## config.mk

```make
export PLATFORM = sky130hd
export DESIGN_NAME = xmb_bus
export DESIGN_NICKNAME = d
export VERILOG_FILES = /design/src/common/xmb_pkg.sv /design/src/hw/xmb_sync.sv /design/src/hw/xmb_bus.sv
export SDC_FILE = /design/constraint.sdc
export NUM_CORES = 1
export LEC_CHECK = 0
export BUFFER_PORTS_ARGS = -buffer_cell sky130_fd_sc_hd__buf_4
export CAP_MARGIN = 25
export CORE_MARGIN = 1.5
export CORE_UTILIZATION = 55
export CTS_BUF_LIST = sky130_fd_sc_hd__clkbuf_8
export DETAILED_ROUTE_END_ITERATION = 16
export GPL_TIMING_DRIVEN = 0
export PLACE_DENSITY = 0.87
export SKIP_LAST_GASP = 1
export SLEW_MARGIN = 40
export SYNTH_ARGS = -nofsm -noshare
export SYNTH_HDL_FRONTEND = slang
export SYNTH_SLANG_ARGS = --single-unit
```

## constraint.sdc

```tcl
create_clock -name ref_clk_i -period 2.62 [get_ports ref_clk_i]
set_input_delay 0.524 -clock ref_clk_i [delete_from_list [all_inputs] [get_ports ref_clk_i]]
set_output_delay 0.524 -clock ref_clk_i [all_outputs]
set_load 0.03 [all_outputs]
```

## src/common/xmb_pkg.sv

```systemverilog
// Package for the external memory and I/O bus master.
package xmb_pkg;

  // ----------------------------------------------------------------------
  // Widths and encodings
  // ----------------------------------------------------------------------
  localparam int ADDR_W = 16;
  localparam int DATA_W = 16;

  typedef enum logic [1:0] {
    XMB_SP_DATA,
    XMB_SP_PROG,
    XMB_SP_IO
  } xmb_space_t;

  // ----------------------------------------------------------------------
  // Reset values and timing
  // ----------------------------------------------------------------------
  localparam logic [15:0] ADDR_RST = 16'h0000;
  localparam logic [15:0] DATA_RST = 16'h0000;
  // Not used by the bus master, whose strobe stays low for at least three cycles in one bus cycle.
  localparam int          MIN_CYC  = 1;
  // Ready passes two flops, so the first sample that belongs to the cycle
  // is three edges after the strobe falls.
  localparam logic [1:0]  FIRST_WAIT = 2'h2;
  // A later sample only needs one wait to see a fresh ready value.
  localparam logic [1:0]  RDY_WAIT   = 2'h1;

  typedef struct packed {
    logic              write;
    xmb_space_t        space;
    logic [15:0]       addr;
    logic [15:0]       wdata;
  } xmb_req_t;

  typedef struct packed {
    logic [15:0] addr;
    logic        ds_n;
    logic        ps_n;
    logic        is_n;
    logic        rw;
    logic        wr;
    logic        bus_cycle_n_n;
    logic        we_n;
  } xmb_pins_t;

endpackage : xmb_pkg

```

## src/hw/xmb_sync.sv

```systemverilog
// Two-flop synchroniser for pin inputs.
`timescale 1ns/1ps
module xmb_sync #(
  parameter int W = 1
) (
  // Clock and reset
  input  wire logic         ref_clk_i,
  input  wire logic         rst_i,
  // Data
  input  wire logic [W-1:0] d_i,
  output logic      [W-1:0] q_o
);

  logic [W-1:0] s1_r;
  logic [W-1:0] s1_nxt;
  logic [W-1:0] s2_r;
  logic [W-1:0] s2_nxt;

  // Only the second flop is read outside, so a metastable first stage
  // has a whole cycle to settle.
  always_comb begin
    s1_nxt = d_i;
    s2_nxt = s1_r;
  end

  always_ff @(posedge ref_clk_i) begin
    if (rst_i) begin
      s1_r <= '0;
      s2_r <= '0;
    end else begin
      s1_r <= s1_nxt;
      s2_r <= s2_nxt;
    end
  end

  assign q_o = s2_r;

endmodule : xmb_sync

```

## src/hw/xmb_bus.sv

```systemverilog
// Bus master for the external memory and I/O bus.
`timescale 1ns/1ps
module xmb_bus (
  // Clock and reset
  input  wire logic                 ref_clk_i,
  input  wire logic                 rst_i,
  // Mode pins
  input  wire logic                 emu_off_n_i,
  input  wire logic                 power_down_i,
  // Core request
  input  wire logic                 req_valid_i,
  input  wire xmb_pkg::xmb_req_t    req_i,
  output logic                      req_ready_o,
  output logic                      rsp_valid_o,
  output logic [15:0]               rsp_rdata_o,
  // External bus
  input  wire logic                 ready_i,
  output xmb_pkg::xmb_pins_t        pins_o,
  output logic                      ctl_oe_o,
  output logic                      addr_oe_o,
  input  wire logic [15:0]          ext_data_i,
  output logic [15:0]               ext_data_o,
  output logic                      ext_data_oe_o
);

  // ----------------------------------------------------------------------
  // Pin synchronisers
  // ----------------------------------------------------------------------
  logic [1:0]  pin_s;
  logic [15:0] data_s;
  logic        rdy_s;
  logic        off_n_s;

  xmb_sync #(
    .W (2)
  ) u_pin_sync (
    .ref_clk_i (ref_clk_i),
    .rst_i     (rst_i),
    .d_i       ({ready_i, emu_off_n_i}),
    .q_o       (pin_s)
  );

  // Data goes through the same depth as ready, so both show one instant.
  xmb_sync #(
    .W (16)
  ) u_data_sync (
    .ref_clk_i (ref_clk_i),
    .rst_i     (rst_i),
    .d_i       (ext_data_i),
    .q_o       (data_s)
  );

  assign rdy_s   = pin_s[1];
  assign off_n_s = pin_s[0];

  // ----------------------------------------------------------------------
  // Bus cycle state machine
  // ----------------------------------------------------------------------
  typedef enum {ST_IDLE, ST_CYC, ST_END} xmb_st_t;

  xmb_st_t            st_r;
  xmb_st_t            st_nxt;
  xmb_pkg::xmb_req_t  cur_r;
  xmb_pkg::xmb_req_t  cur_nxt;
  logic [15:0]        addr_r;
  logic [15:0]        addr_nxt;
  logic               rv_r;
  logic               rv_nxt;
  logic [15:0]        rd_r;
  logic [15:0]        rd_nxt;
  logic [1:0]         wait_r;
  logic [1:0]         wait_nxt;

  logic active;
  assign active = off_n_s && !power_down_i && !rst_i;

  // Ready reaches this logic two edges late, so the first sample waits
  // until it reflects a time when the strobe was already low.
  always_comb begin
    st_nxt   = st_r;
    cur_nxt  = cur_r;
    addr_nxt = addr_r;
    rv_nxt   = 1'b0;
    rd_nxt   = rd_r;
    wait_nxt = wait_r;
    case (st_r)
      ST_IDLE: begin
        if (req_valid_i && active) begin
          cur_nxt  = req_i;
          addr_nxt = req_i.addr;
          wait_nxt = xmb_pkg::FIRST_WAIT;
          st_nxt   = ST_CYC;
        end
      end
      ST_CYC: begin
        if (wait_r != 2'h0) begin
          wait_nxt = wait_r - 2'h1;
        end else if (rdy_s) begin
          rd_nxt = data_s;
          st_nxt = ST_END;
        end else begin
          wait_nxt = xmb_pkg::RDY_WAIT;
        end
      end
      ST_END: begin
        rv_nxt = 1'b1;
        st_nxt = ST_IDLE;
      end
      default: st_nxt = ST_IDLE;
    endcase
  end

  always_ff @(posedge ref_clk_i) begin
    if (rst_i) begin
      st_r   <= ST_IDLE;
      cur_r  <= '0;
      addr_r <= xmb_pkg::ADDR_RST;
      rv_r   <= 1'b0;
      rd_r   <= xmb_pkg::DATA_RST;
      wait_r <= 2'h0;
    end else begin
      st_r   <= st_nxt;
      cur_r  <= cur_nxt;
      addr_r <= addr_nxt;
      rv_r   <= rv_nxt;
      rd_r   <= rd_nxt;
      wait_r <= wait_nxt;
    end
  end

  // ----------------------------------------------------------------------
  // Pin outputs
  // ----------------------------------------------------------------------
  logic in_cyc;
  logic wr_cyc;
  assign in_cyc = (st_r == ST_CYC);
  assign wr_cyc = in_cyc && cur_r.write;

  assign req_ready_o = (st_r == ST_IDLE) && active;
  assign rsp_valid_o = rv_r;
  assign rsp_rdata_o = rd_r;

  always_comb begin
    pins_o.addr   = addr_r;
    pins_o.ds_n   = !(in_cyc && cur_r.space == xmb_pkg::XMB_SP_DATA);
    pins_o.ps_n   = !(in_cyc && cur_r.space == xmb_pkg::XMB_SP_PROG);
    pins_o.is_n   = !(in_cyc && cur_r.space == xmb_pkg::XMB_SP_IO);
    pins_o.rw     = !wr_cyc;
    pins_o.wr     = wr_cyc;
    pins_o.bus_cycle_n_n = !in_cyc;
    // Rises with the strobe, at the edge where the data is released.
    pins_o.we_n   = !wr_cyc;
  end

  assign addr_oe_o     = off_n_s;
  assign ctl_oe_o      = active;
  assign ext_data_o    = cur_r.wdata;
  assign ext_data_oe_o = wr_cyc && active;
endmodule : xmb_bus

```

After elaboration in Yosys (flattened, before gate mapping)
Index checks and enable logic that the tools add are counted.
{ "classes": {"bitwise_logic": 1, "reduce_logical": 25, "addsub": 1, "n_mux": 9, "n_eq_ne": 9} }
{ "op_table": {"columns": ["operator", "n"], "rows": [
  ["$mux W32", 3],
  ["$eq A32 B2 Y1 const B", 2],
  ["$logic_not A32 Y1", 2],
  ["$pmux W32 S2", 1],
  ["$eq A32 B1 Y1 const B", 1],
  ["$logic_and A1 B1 Y1", 9],
  ["$reduce_and A3 Y1", 3],
  ["$logic_not A1 Y1", 7],
  ["$mux W2", 3],
  ["$ne A2 B2 Y1 const B", 2],
  ["$pmux W2 S2", 1],
  ["$reduce_bool A2 Y1", 2],
  ["$ne A3 B3 Y1 const B", 1],
  ["$eq A2 B1 Y1 const B", 1],
  ["$eq A2 B2 Y1 const B", 1],
  ["$logic_not A2 Y1", 1],
  ["$ne A2 B1 Y1 const B", 1],
  ["$reduce_and A2 Y1", 1],
  ["$sub A2 B1 Y2 const B", 1],
  ["$mux W1", 1],
  ["$not A1 Y1", 1]
]} }
{ "word_totals": {"word_cells": 57, "input_bits": 57, "register_bits": 122, "output_inout_bits": 60} }

Depth between registers and ports, before layout
Gate-level depths: netlist of run 1.
{ "depth": {"depth_word": 6, "ltp_mapped": 7, "depth_no_buf": 4} }

By module
Synthesis of run 1 repeated with hierarchy kept, for this count alone.
{ "unflattened": {"cells_unflattened": 305, "hier_area_um2": 3508.4} }
{ "modules_own_cells": {"columns": ["mod", "area_per_inst_um2", "instances", "seq_area_each_um2", "cells_each"], "rows": [
  ["xmb_bus", 2539.9, 1, 1121.1, 230],
  ["xmb_sync at u_data_sync", 863.3, 1, 640.6, 67],
  ["xmb_sync at u_pin_sync", 105.1, 1, 80.1, 8]
]} }

Least setup slack after synthesis of run 1
No wires, ideal clock.
{ "synth_path": {"kind": "input port to output port", "startpoint": "input power_down_i", "endpoint": "output req_ready_o", "t_arrival_ns": 1.896, "required_time_ns": 2.096, "slack_ns": 0.200, "path_stages": 4, "n_path_buf": 2, "path_cell_list": "or3b_4 -> buf_6 -> clkbuf_1 -> nor3_1"} }
{ "synth_between": {"elab_chain_len": 4} }
{ "synth_rtl": {"columns": ["element", "line", "text"], "rows": [
  ["start: declaration", "xmb_bus.sv:9", "input wire logic power_down_i,"],
  ["$logic_not A1 Y1", "xmb_bus.sv:75", "assign active = off_n_s && !power_down_i && !rst_i;"],
  ["$logic_and A1 B1 Y1 (2 in a row)", "xmb_bus.sv:75", null],
  ["$logic_and A1 B1 Y1", "xmb_bus.sv:139", "assign req_ready_o = (st_r == ST_IDLE) && active;"],
  ["end: declaration", "xmb_bus.sv:13", "output logic req_ready_o,"]
]} }
Every way passes these cells.

Worst setup path in the final report of run 1
{ "layout_path": {"startpoint": "register u_pin_sync.s2_r[0], in the netlist u_pin_sync.q_o[0]", "endpoint": "output req_ready_o"} }
{ "layout_between": {"elab_chain_len": 3} }
{ "layout_rtl": {"columns": ["element", "line", "text"], "rows": [
  ["start: declaration", "xmb_sync.sv:16", "logic [W-1:0] s2_r;"],
  ["start signal: assignment", "xmb_sync.sv:32", "s2_r <= s2_nxt;"],
  ["$logic_and A1 B1 Y1 (2 in a row)", "xmb_bus.sv:75", null],
  ["$logic_and A1 B1 Y1", "xmb_bus.sv:139", null]
]} }
Every way passes these cells.

==> results of run 1 <==
kinds of logic (layout without fill, tap and decap cells):
group,count (synthesis),in the layout,share of synthesized area
buffers and inverters,56,188,0.09844
DFF,92,92,0.5468
and+or+nand+nor,106,106,0.1958
AOI/OAI and AO/OA,106,106,0.1590
layer usage:
metal	share of wire	vias to the layer above	routed length [um]	global-route usage
li1	-	1472	-	-
met1	0.40	1401	3321	0.3188
met2	0.51	131	4277	0.4425
met3	0.063	19	525	0.05056
met4	0.026	0	214	0.1431
met5	0	-	0	0
worst max path at each step:
stage,start,to,slack [ns],cells after the start
floorplan,power_down_i,req_ready_o,0.20,4
global placement,power_down_i,req_ready_o,0.24,6
detailed placement,power_down_i,req_ready_o,0.20,6
CTS,u_pin_sync.q_o[0],req_ready_o,0.11,5
global route,st_r[0],pins_o[2],0.05,7
finish,u_pin_sync.q_o[0],req_ready_o,0.17,5
power by group:
| part | switching [mW] | internal [mW] |
|---|---|---|
| clock | 0.515 | 0.640 |
| combinational | 0.0922 | 0.0918 |
| sequential | 0.00912 | 1.43 |
| total | 0.616 | 2.16 |
sequential cells by signal, indices dropped and copies added (netlist names), 3 cells and up:
| register | cells |
|---|---|
| u_data_sync.s1_r | 16 |
| addr_r | 16 |
| rsp_rdata_o | 16 |
| u_data_sync.q_o | 16 |
| ext_data_o | 16 |
| cur_r | 3 |
area by class of cell:
type / count / area (sq um) / area share
multi-input cells: 212 / 1200 / 0.2618
clock inverters: 7 / 121.4 / 0.02648
inverters: 3 / 12.51 / 0.002730
flip-flops and latches: 92 / 1842 / 0.4019
clock buffers: 9 / 123.9 / 0.02703
repair buffers: 116 / 870.8 / 0.1900
well taps: 75 / 93.84 / 0.02048
plain buffers: 53 / 319.1 / 0.06962
cells in the mapped netlist, types with 3 or more instances:
cell type and n:
clkbuf_1 24, nor3_1 3, nor2b_1 38, nor2_1 4
nand4b_1 16, dfxtp_1 92, buf_8 3, o21ai_0 46
buf_2 6, nand3_1 35, buf_4 19, a21oi_1 53
o21ai_1 5
per-stage QoR:
stage	setup WS, ns	cell area, sq um	instances
detailed placement	0.1983	4333	551
finish	0.1658	4583	567
floorplan	0.2003	3368	360
global route	0.05439	4583	567
global placement	0.2386	4333	551
CTS	0.1100	4578	567
repair_timing:
action | in CTS | in global routing
gates resized for setup | 0 | 1
hold buffers | 0 | 0
setup endpoints to repair | 0 | 1
==> results.md, run 1 <==
- Core area: between 5000 and 6000 sq um
- Synth Flop Type: dfxtp_1
- Clk_lat worst skew: about 0.37 ns
- Asr flop ratio synth: 0
- Final cycle utilization of the critical path: 0.9367
- Sink Count: 92
- #FFs+latches synth: 92
- Final core utilization: 0.7741
- Critical Path RT: between 2 and 2.5 ns
- Clock root cell: clkbuf_8
- Critical path class: reg -> out
- Die Y: 81.26 um
- Relative slew margins: 0.6128
- Reg2reg setup slack: about 0.97 ns
- Fill cells: between 400 and 500
- Setup crit end kind: output pin
- Syn-to-layout area delta: 36.07%
- Worst reg-to-reg path cell count: 5
- Syn_area_per_cell: around 9.4 sq um
- GRT overflow: 0
- Slowest CP cell: or3b_4
- Largest net degree at the start of global routing: 17
- Vias/cell: 5.332
- DRT Pass-1 Iters: 5
- Synth Net Count: 417
- CTS max path bufs: 2
- Worst path top cell family by delay: simple AND/OR/NAND/NOR gates
- Antenna Diode Count: 0
- IO buf count: 116
- Leakage: between 1.5 and 2 nW
- Data arrival, critical path: slightly below 2 ns
- EDFF count, synth: 0
- CP Cell Sequence: or3b_4 > buf_6 > clkbuf_1 > nor3_2 > buf_4
- VDD IR max: between 0.4 and 0.5 mV
- Die Span X: approximately 81 um
- Worst min path class: in -> reg
- Min Tclk post-route: roughly 2.5 ns
- Skew final: 0.009256 ns
- Global-route wire length before repair: 13,140 um
- Synth area leaders: dfxtp_1, a21oi_1, nor2b_1
- Final wirelength: ~8300 um
- Least-Margin Pin Slew: 0.5783 ns
- Final setup violation count: 0
- Initial antenna violation count: 0
- Die footprint: between 6000 and 7000 sq um
- Hold path start: ext_data_i[9]
- Iter 0 DRT Violations: 270
- Outcome: complete, no violations
- Max cap viols: 0
- Post-synthesis sequential area ratio: 0.5468
- GP Congestion: about 0.81
- Post-DP HPWL: 5842 um
- Post-CTS Setup Bufs: 0
- FF-to-FF Start: st_r[1]
- RSZ-0062 raised after global routing: false
- Nets: 544
- Startpoint Class: flop
- Synth cell types: 25
- Worst r2r dst: addr_r[9]
- Clock tree from TritonCTS: built
- Synth top area share: 0.5468
- Vias in the first global route: about 2,800
- WHS Path Cells: 2
- Clk pin slew, worst setup/hold paths: around 0.09 ns
- Hold Fails Final Rpt: 0
- Post-Syn Area: roughly 3400 sq um
- Hold EP: u_data_sync.s1_r[9]
- DRC Markers: 0
- CP max FO: 10
- Slew Limit Fails: 0
- Pwr/cell area: a little over 600 nW/um^2
- WHS: around 0.36 ns
- Bufs and invs on worst path: 3
- Std-Cell Rows: 28
- Routed vias: 3,023
- Routed Antenna Nets: 0
- Commonest non-fill, non-tap cell in the layout: buf_4
- H-tree Lvls: 3
- Share of cells above drive strength 1: 0.3354
- Fmax: 407.5 MHz
- GRT Total Usage: 0.2640
- Setup_tns: 0 ns
- Cts bufs inserted: 9
- Avg WL per Cell: 14.71 um
- Total power: 2.776 mW
- I/O pins: 117
- Starting Density: 0.5689
- Dominant cell type by area after synthesis: dfxtp_1
- Warnings from Yosys: 0
- Crit path largest cell delay: slightly above 0.4 ns
- Commonest non-fill, non-tap cells in the layout: buf_4, dfxtp_1, a21oi_1
- Gate Count Post-Synth: 360
Note: power is estimated with default switching activity, not from simulation.
==> run 2, diff against run 1 <==
--- a/config.mk
+++ b/config.mk
@@ -5,6 +5,7 @@
 export SDC_FILE = /design/constraint.sdc
 export NUM_CORES = 1
 export LEC_CHECK = 0
+export ABC_AREA = 1
 export BUFFER_PORTS_ARGS = -buffer_cell sky130_fd_sc_hd__buf_4
 export CAP_MARGIN = 25
 export CORE_MARGIN = 1.5
==> results.md, run 2 <==
- Post-synthesis sequential area ratio: 0.5703 (was 0.5468)
- Syn_area_per_cell: 8.217 sq um (was 9.356 sq um)
- Setup_tns: 0 ns (unchanged)
- Die footprint: 6340 sq um (was 6602 sq um)
- Post-synth top cells: dfxtp_1, nor2_1, inv_1, nand3_1, nand2_1 (was dfxtp_1, a21oi_1, o21ai_0, nor2b_1, nand3_1)
- Clk_lat worst skew: 0.35 ns (was 0.37 ns)
- Dominant cell type by area after synthesis: dfxtp_1 (unchanged)
- CP max FO: 5 (was 10)
- Die Y: 79.63 um (was 81.26 um)
- Slew Limit Fails: 0 (unchanged)
- Post-DP HPWL: 5263 um (was 5842 um)
- DRT Pass-1 Iters: 4 (was 5)
- Min Tclk post-route: 2.041 ns (was 2.454 ns)
- GP Congestion: 0.8454 (was 0.8145)
- GRT overflow: 0 (unchanged)
- Initial antenna violation count: 0 (unchanged)
- CTS resizes: 0 (unchanged)
- Final setup violation count: 0 (unchanged)
- Gate Count Post-Synth: 393 (was 360)
- Most frequent cell after synthesis: dfxtp_1 (unchanged)
- Iter 0 DRT Violations: 143 (was 270)
- Asr flop ratio synth: 0 (unchanged)
- Synth top area share: 0.5703 (was 0.5468)
- Least-Margin Pin Slew: 0.4788 ns (was 0.5783 ns)
- Synth area leaders: dfxtp_1, nor2_1, nand3_1 (was dfxtp_1, a21oi_1, nor2b_1)
- Setup crit end kind: output pin (unchanged)
- Compound-Gate Fraction of Synth Area: 0.08214 (was 0.1590)
- Std-Cell Rows: 27 (was 28)
- Routed vias: 2,839 (was 3,023)
- Mux contribution to synthesized area: 0 (unchanged)
- Commonest non-fill, non-tap cells in the layout: buf_4, dfxtp_1, nor2_1 (was buf_4, dfxtp_1, a21oi_1)
- Vias/cell: 4.755 (was 5.332)
- Outcome: complete, no violations (unchanged)
- Critical Path RT: 2.10 ns (about the same)
- Clock root cell: clkbuf_8 (unchanged)
- Worst min path class: in -> reg (unchanged)
- Max cap viols: 0 (unchanged)
- Critical path class: reg -> out (unchanged)
- Synthesized-area fraction occupied by and/or/nand/nor cells: 0.2135 (was 0.1958)
- Post-Syn Area: 3229 sq um (was 3368 sq um)
- Fmax: 489.9 MHz (was 407.5 MHz)
- Die Span X: 79.63 um (was 81.26 um)
- I/O pins: 117 (unchanged)
- #FFs+latches synth: 92 (unchanged)
- Syn-to-layout area delta: 35.92% (was 36.07%)
- DRC Markers: 0 (unchanged)
- VDD IR max: 0.4319 mV (was 0.4703 mV)
- Leakage: 2.087 nW (was 1.902 nW)
- GRT Total Usage: 0.2381 (was 0.2640)
- Antenna Diode Count: 0 (unchanged)
- Sink Count: 92 (unchanged)
- Startpoint Class: flop (unchanged)
- Final wirelength: 7230 um (was 8339 um)
- Share of cells above drive strength 1: 0.3162 (was 0.3354)
- Slowest CP cell: dfxtp_1 (was or3b_4)
- Final cycle utilization of the critical path: 0.7791 (was 0.9367)
- IO buf count: 116 (unchanged)
- Vias in the first global route: 2,670 (was 2,816)
- Synth Net Count: 450 (was 417)
- Clock tree from TritonCTS: built (unchanged)
- Avg WL per Cell: 12.11 um (was 14.71 um)
- Largest net degree at the start of global routing: 17 (unchanged)
- Commonest non-fill, non-tap cell in the layout: buf_4 (unchanged)
- Global-route wire length before repair: 11,520 um (was 13,140 um)
- Crit path largest cell delay: 0.48 ns (was 0.41 ns)
- Hold Buf Count CTS: 0 (unchanged)
- Post-CTS Setup Bufs: 0 (unchanged)
- Synth Flop Type: dfxtp_1 (unchanged)
- Most Frequent Cell on Critical Path: buf_4
- Routed Antenna Nets: 0 (unchanged)
- RSZ-0062 raised after global routing: false (unchanged)
- CP Cell Sequence: nand2_2 > nor2_1 > inv_1 > buf_4 > buf_4 (was or3b_4 > buf_6 > clkbuf_1 > nor3_2 > buf_4)
- Synth cell types: 21 (was 25)
- Largest family of logic cells by synthesized area: simple AND/OR/NAND/NOR gates (unchanged)
- EDFF count, synth: 0 (unchanged)
- Pwr/cell area: 577.3 nW/um^2 (was 605.6 nW/um^2)
- Warnings from Yosys: 0 (unchanged)
- H-tree Lvls: 3 (unchanged)
- Nets: 577 (was 544)
- Starting Density: 0.5793 (was 0.5689)
- Clk pin slew, worst setup/hold paths: 0.09 ns (about the same)
- Relative slew margins: 0.6808 (was 0.6128)
- XOR/XNOR Fraction of Synth Area: 0 (unchanged)
- Total power: 2.534 mW (was 2.776 mW)
- Skew final: 0.008625 ns (was 0.009256 ns)
- Core area: 5574 sq um (was 5921 sq um)
- Adder-cell share of the synthesized area: 0 (unchanged)
- Hold Fails Final Rpt: 0 (unchanged)
- CTS max path bufs: 2 (unchanged)
- Cts bufs inserted: 9 (unchanged)
- Data arrival, critical path: 1.52 ns (was 1.93 ns)
==> run 2: cell types whose count changed in the layout (fill, tap and decap cells not counted), moves of 34 or more <==
| cell | change |
|---|---|
| inv_1 | +46 |
| nor2b_1 | -38 |
| o21ai_0 | -34 |
| nand2_1 | +36 |
| nor2_1 | +68 |
==> run 2: path summary, 6_finish.rpt <==
path                            slack (ns)                  end  depth (start not counted)           startpoint
worst max-delay path                  0.58            pins_o[3]                          5              st_r[0]
worst max register to register        1.20            addr_r[9]                          7    u_pin_sync.q_o[0]
worst min register to register        0.40   u_data_sync.q_o[8]                          2  u_data_sync.s1_r[8]
worst min-delay path                  0.36  u_data_sync.s1_r[6]                          3        ext_data_i[6]
==> run 2: cell type report <==
cell class                 count  area [sq um]
clock inverter                 7         75.07
timing repair buffer         116         870.8
sequential                    92          1842
buffer                        39         249.0
fill                         413          1185
clock buffer                   9         123.9
multi-input combinational    213         954.7
inverter                      49         183.9
tap                           72         90.09
==> run 2: through the flow <==
step | setup slack, ns | area, sq um | cells | hold slack, ns | utilization
2_1_floorplan | 0.6586 | 3229 | 393 | 0.3883 | -
3_5_place_dp | 0.8464 | 4190 | 581 | 0.3925 | 0.7517
3_3_place_gp | 0.8401 | 4190 | 581 | 0.3886 | 0.7517
4_1_cts | 0.5788 | 4389 | 597 | 0.3539 | 0.7874
5_1_grt | 0.5327 | 4389 | 597 | 0.3529 | 0.7874
6_report | 0.5788 | 4389 | 597 | 0.3610 | 0.7874
==> run 2: cell families (layout without fill, tap and decap cells) <==
group | after synthesis | count (layout)
buffers and inverters | 88 | 220
AND/OR/NAND/NOR | 160 | 160
flip-flops | 92 | 92
AO/OA/AOI/OAI | 53 | 53
==> run 2: layer usage <==
layer,vias to the layer above,part of all wire,wire length [um],global-route usage
met3,19,0.052,374,0.04000
met1,1281,0.41,2953,0.2690
met5,-,0,0,0
li1,1457,-,-,-
met2,82,0.51,3699,0.4212
met4,0,0.028,203,0.1351
==> run 2: power breakdown <==
| group | switching (mW) | internal (mW) | total, mW |
|---|---|---|---|
| logic | 0.0749 | 0.0802 | 0.155 |
| clock network | 0.496 | 0.446 | 0.942 |
| registers | 0.00924 | 1.43 | 1.44 |
| total | 0.580 | 1.95 | 2.53 |
==> run 2: worst max-delay path, delay by kind of cell (launching register included) <==
kind | cells | cell delay (ns)
buffers and inverters | 3 | 0.36
DFF | 1 | 0.48
and+or+nand+nor | 2 | 0.32
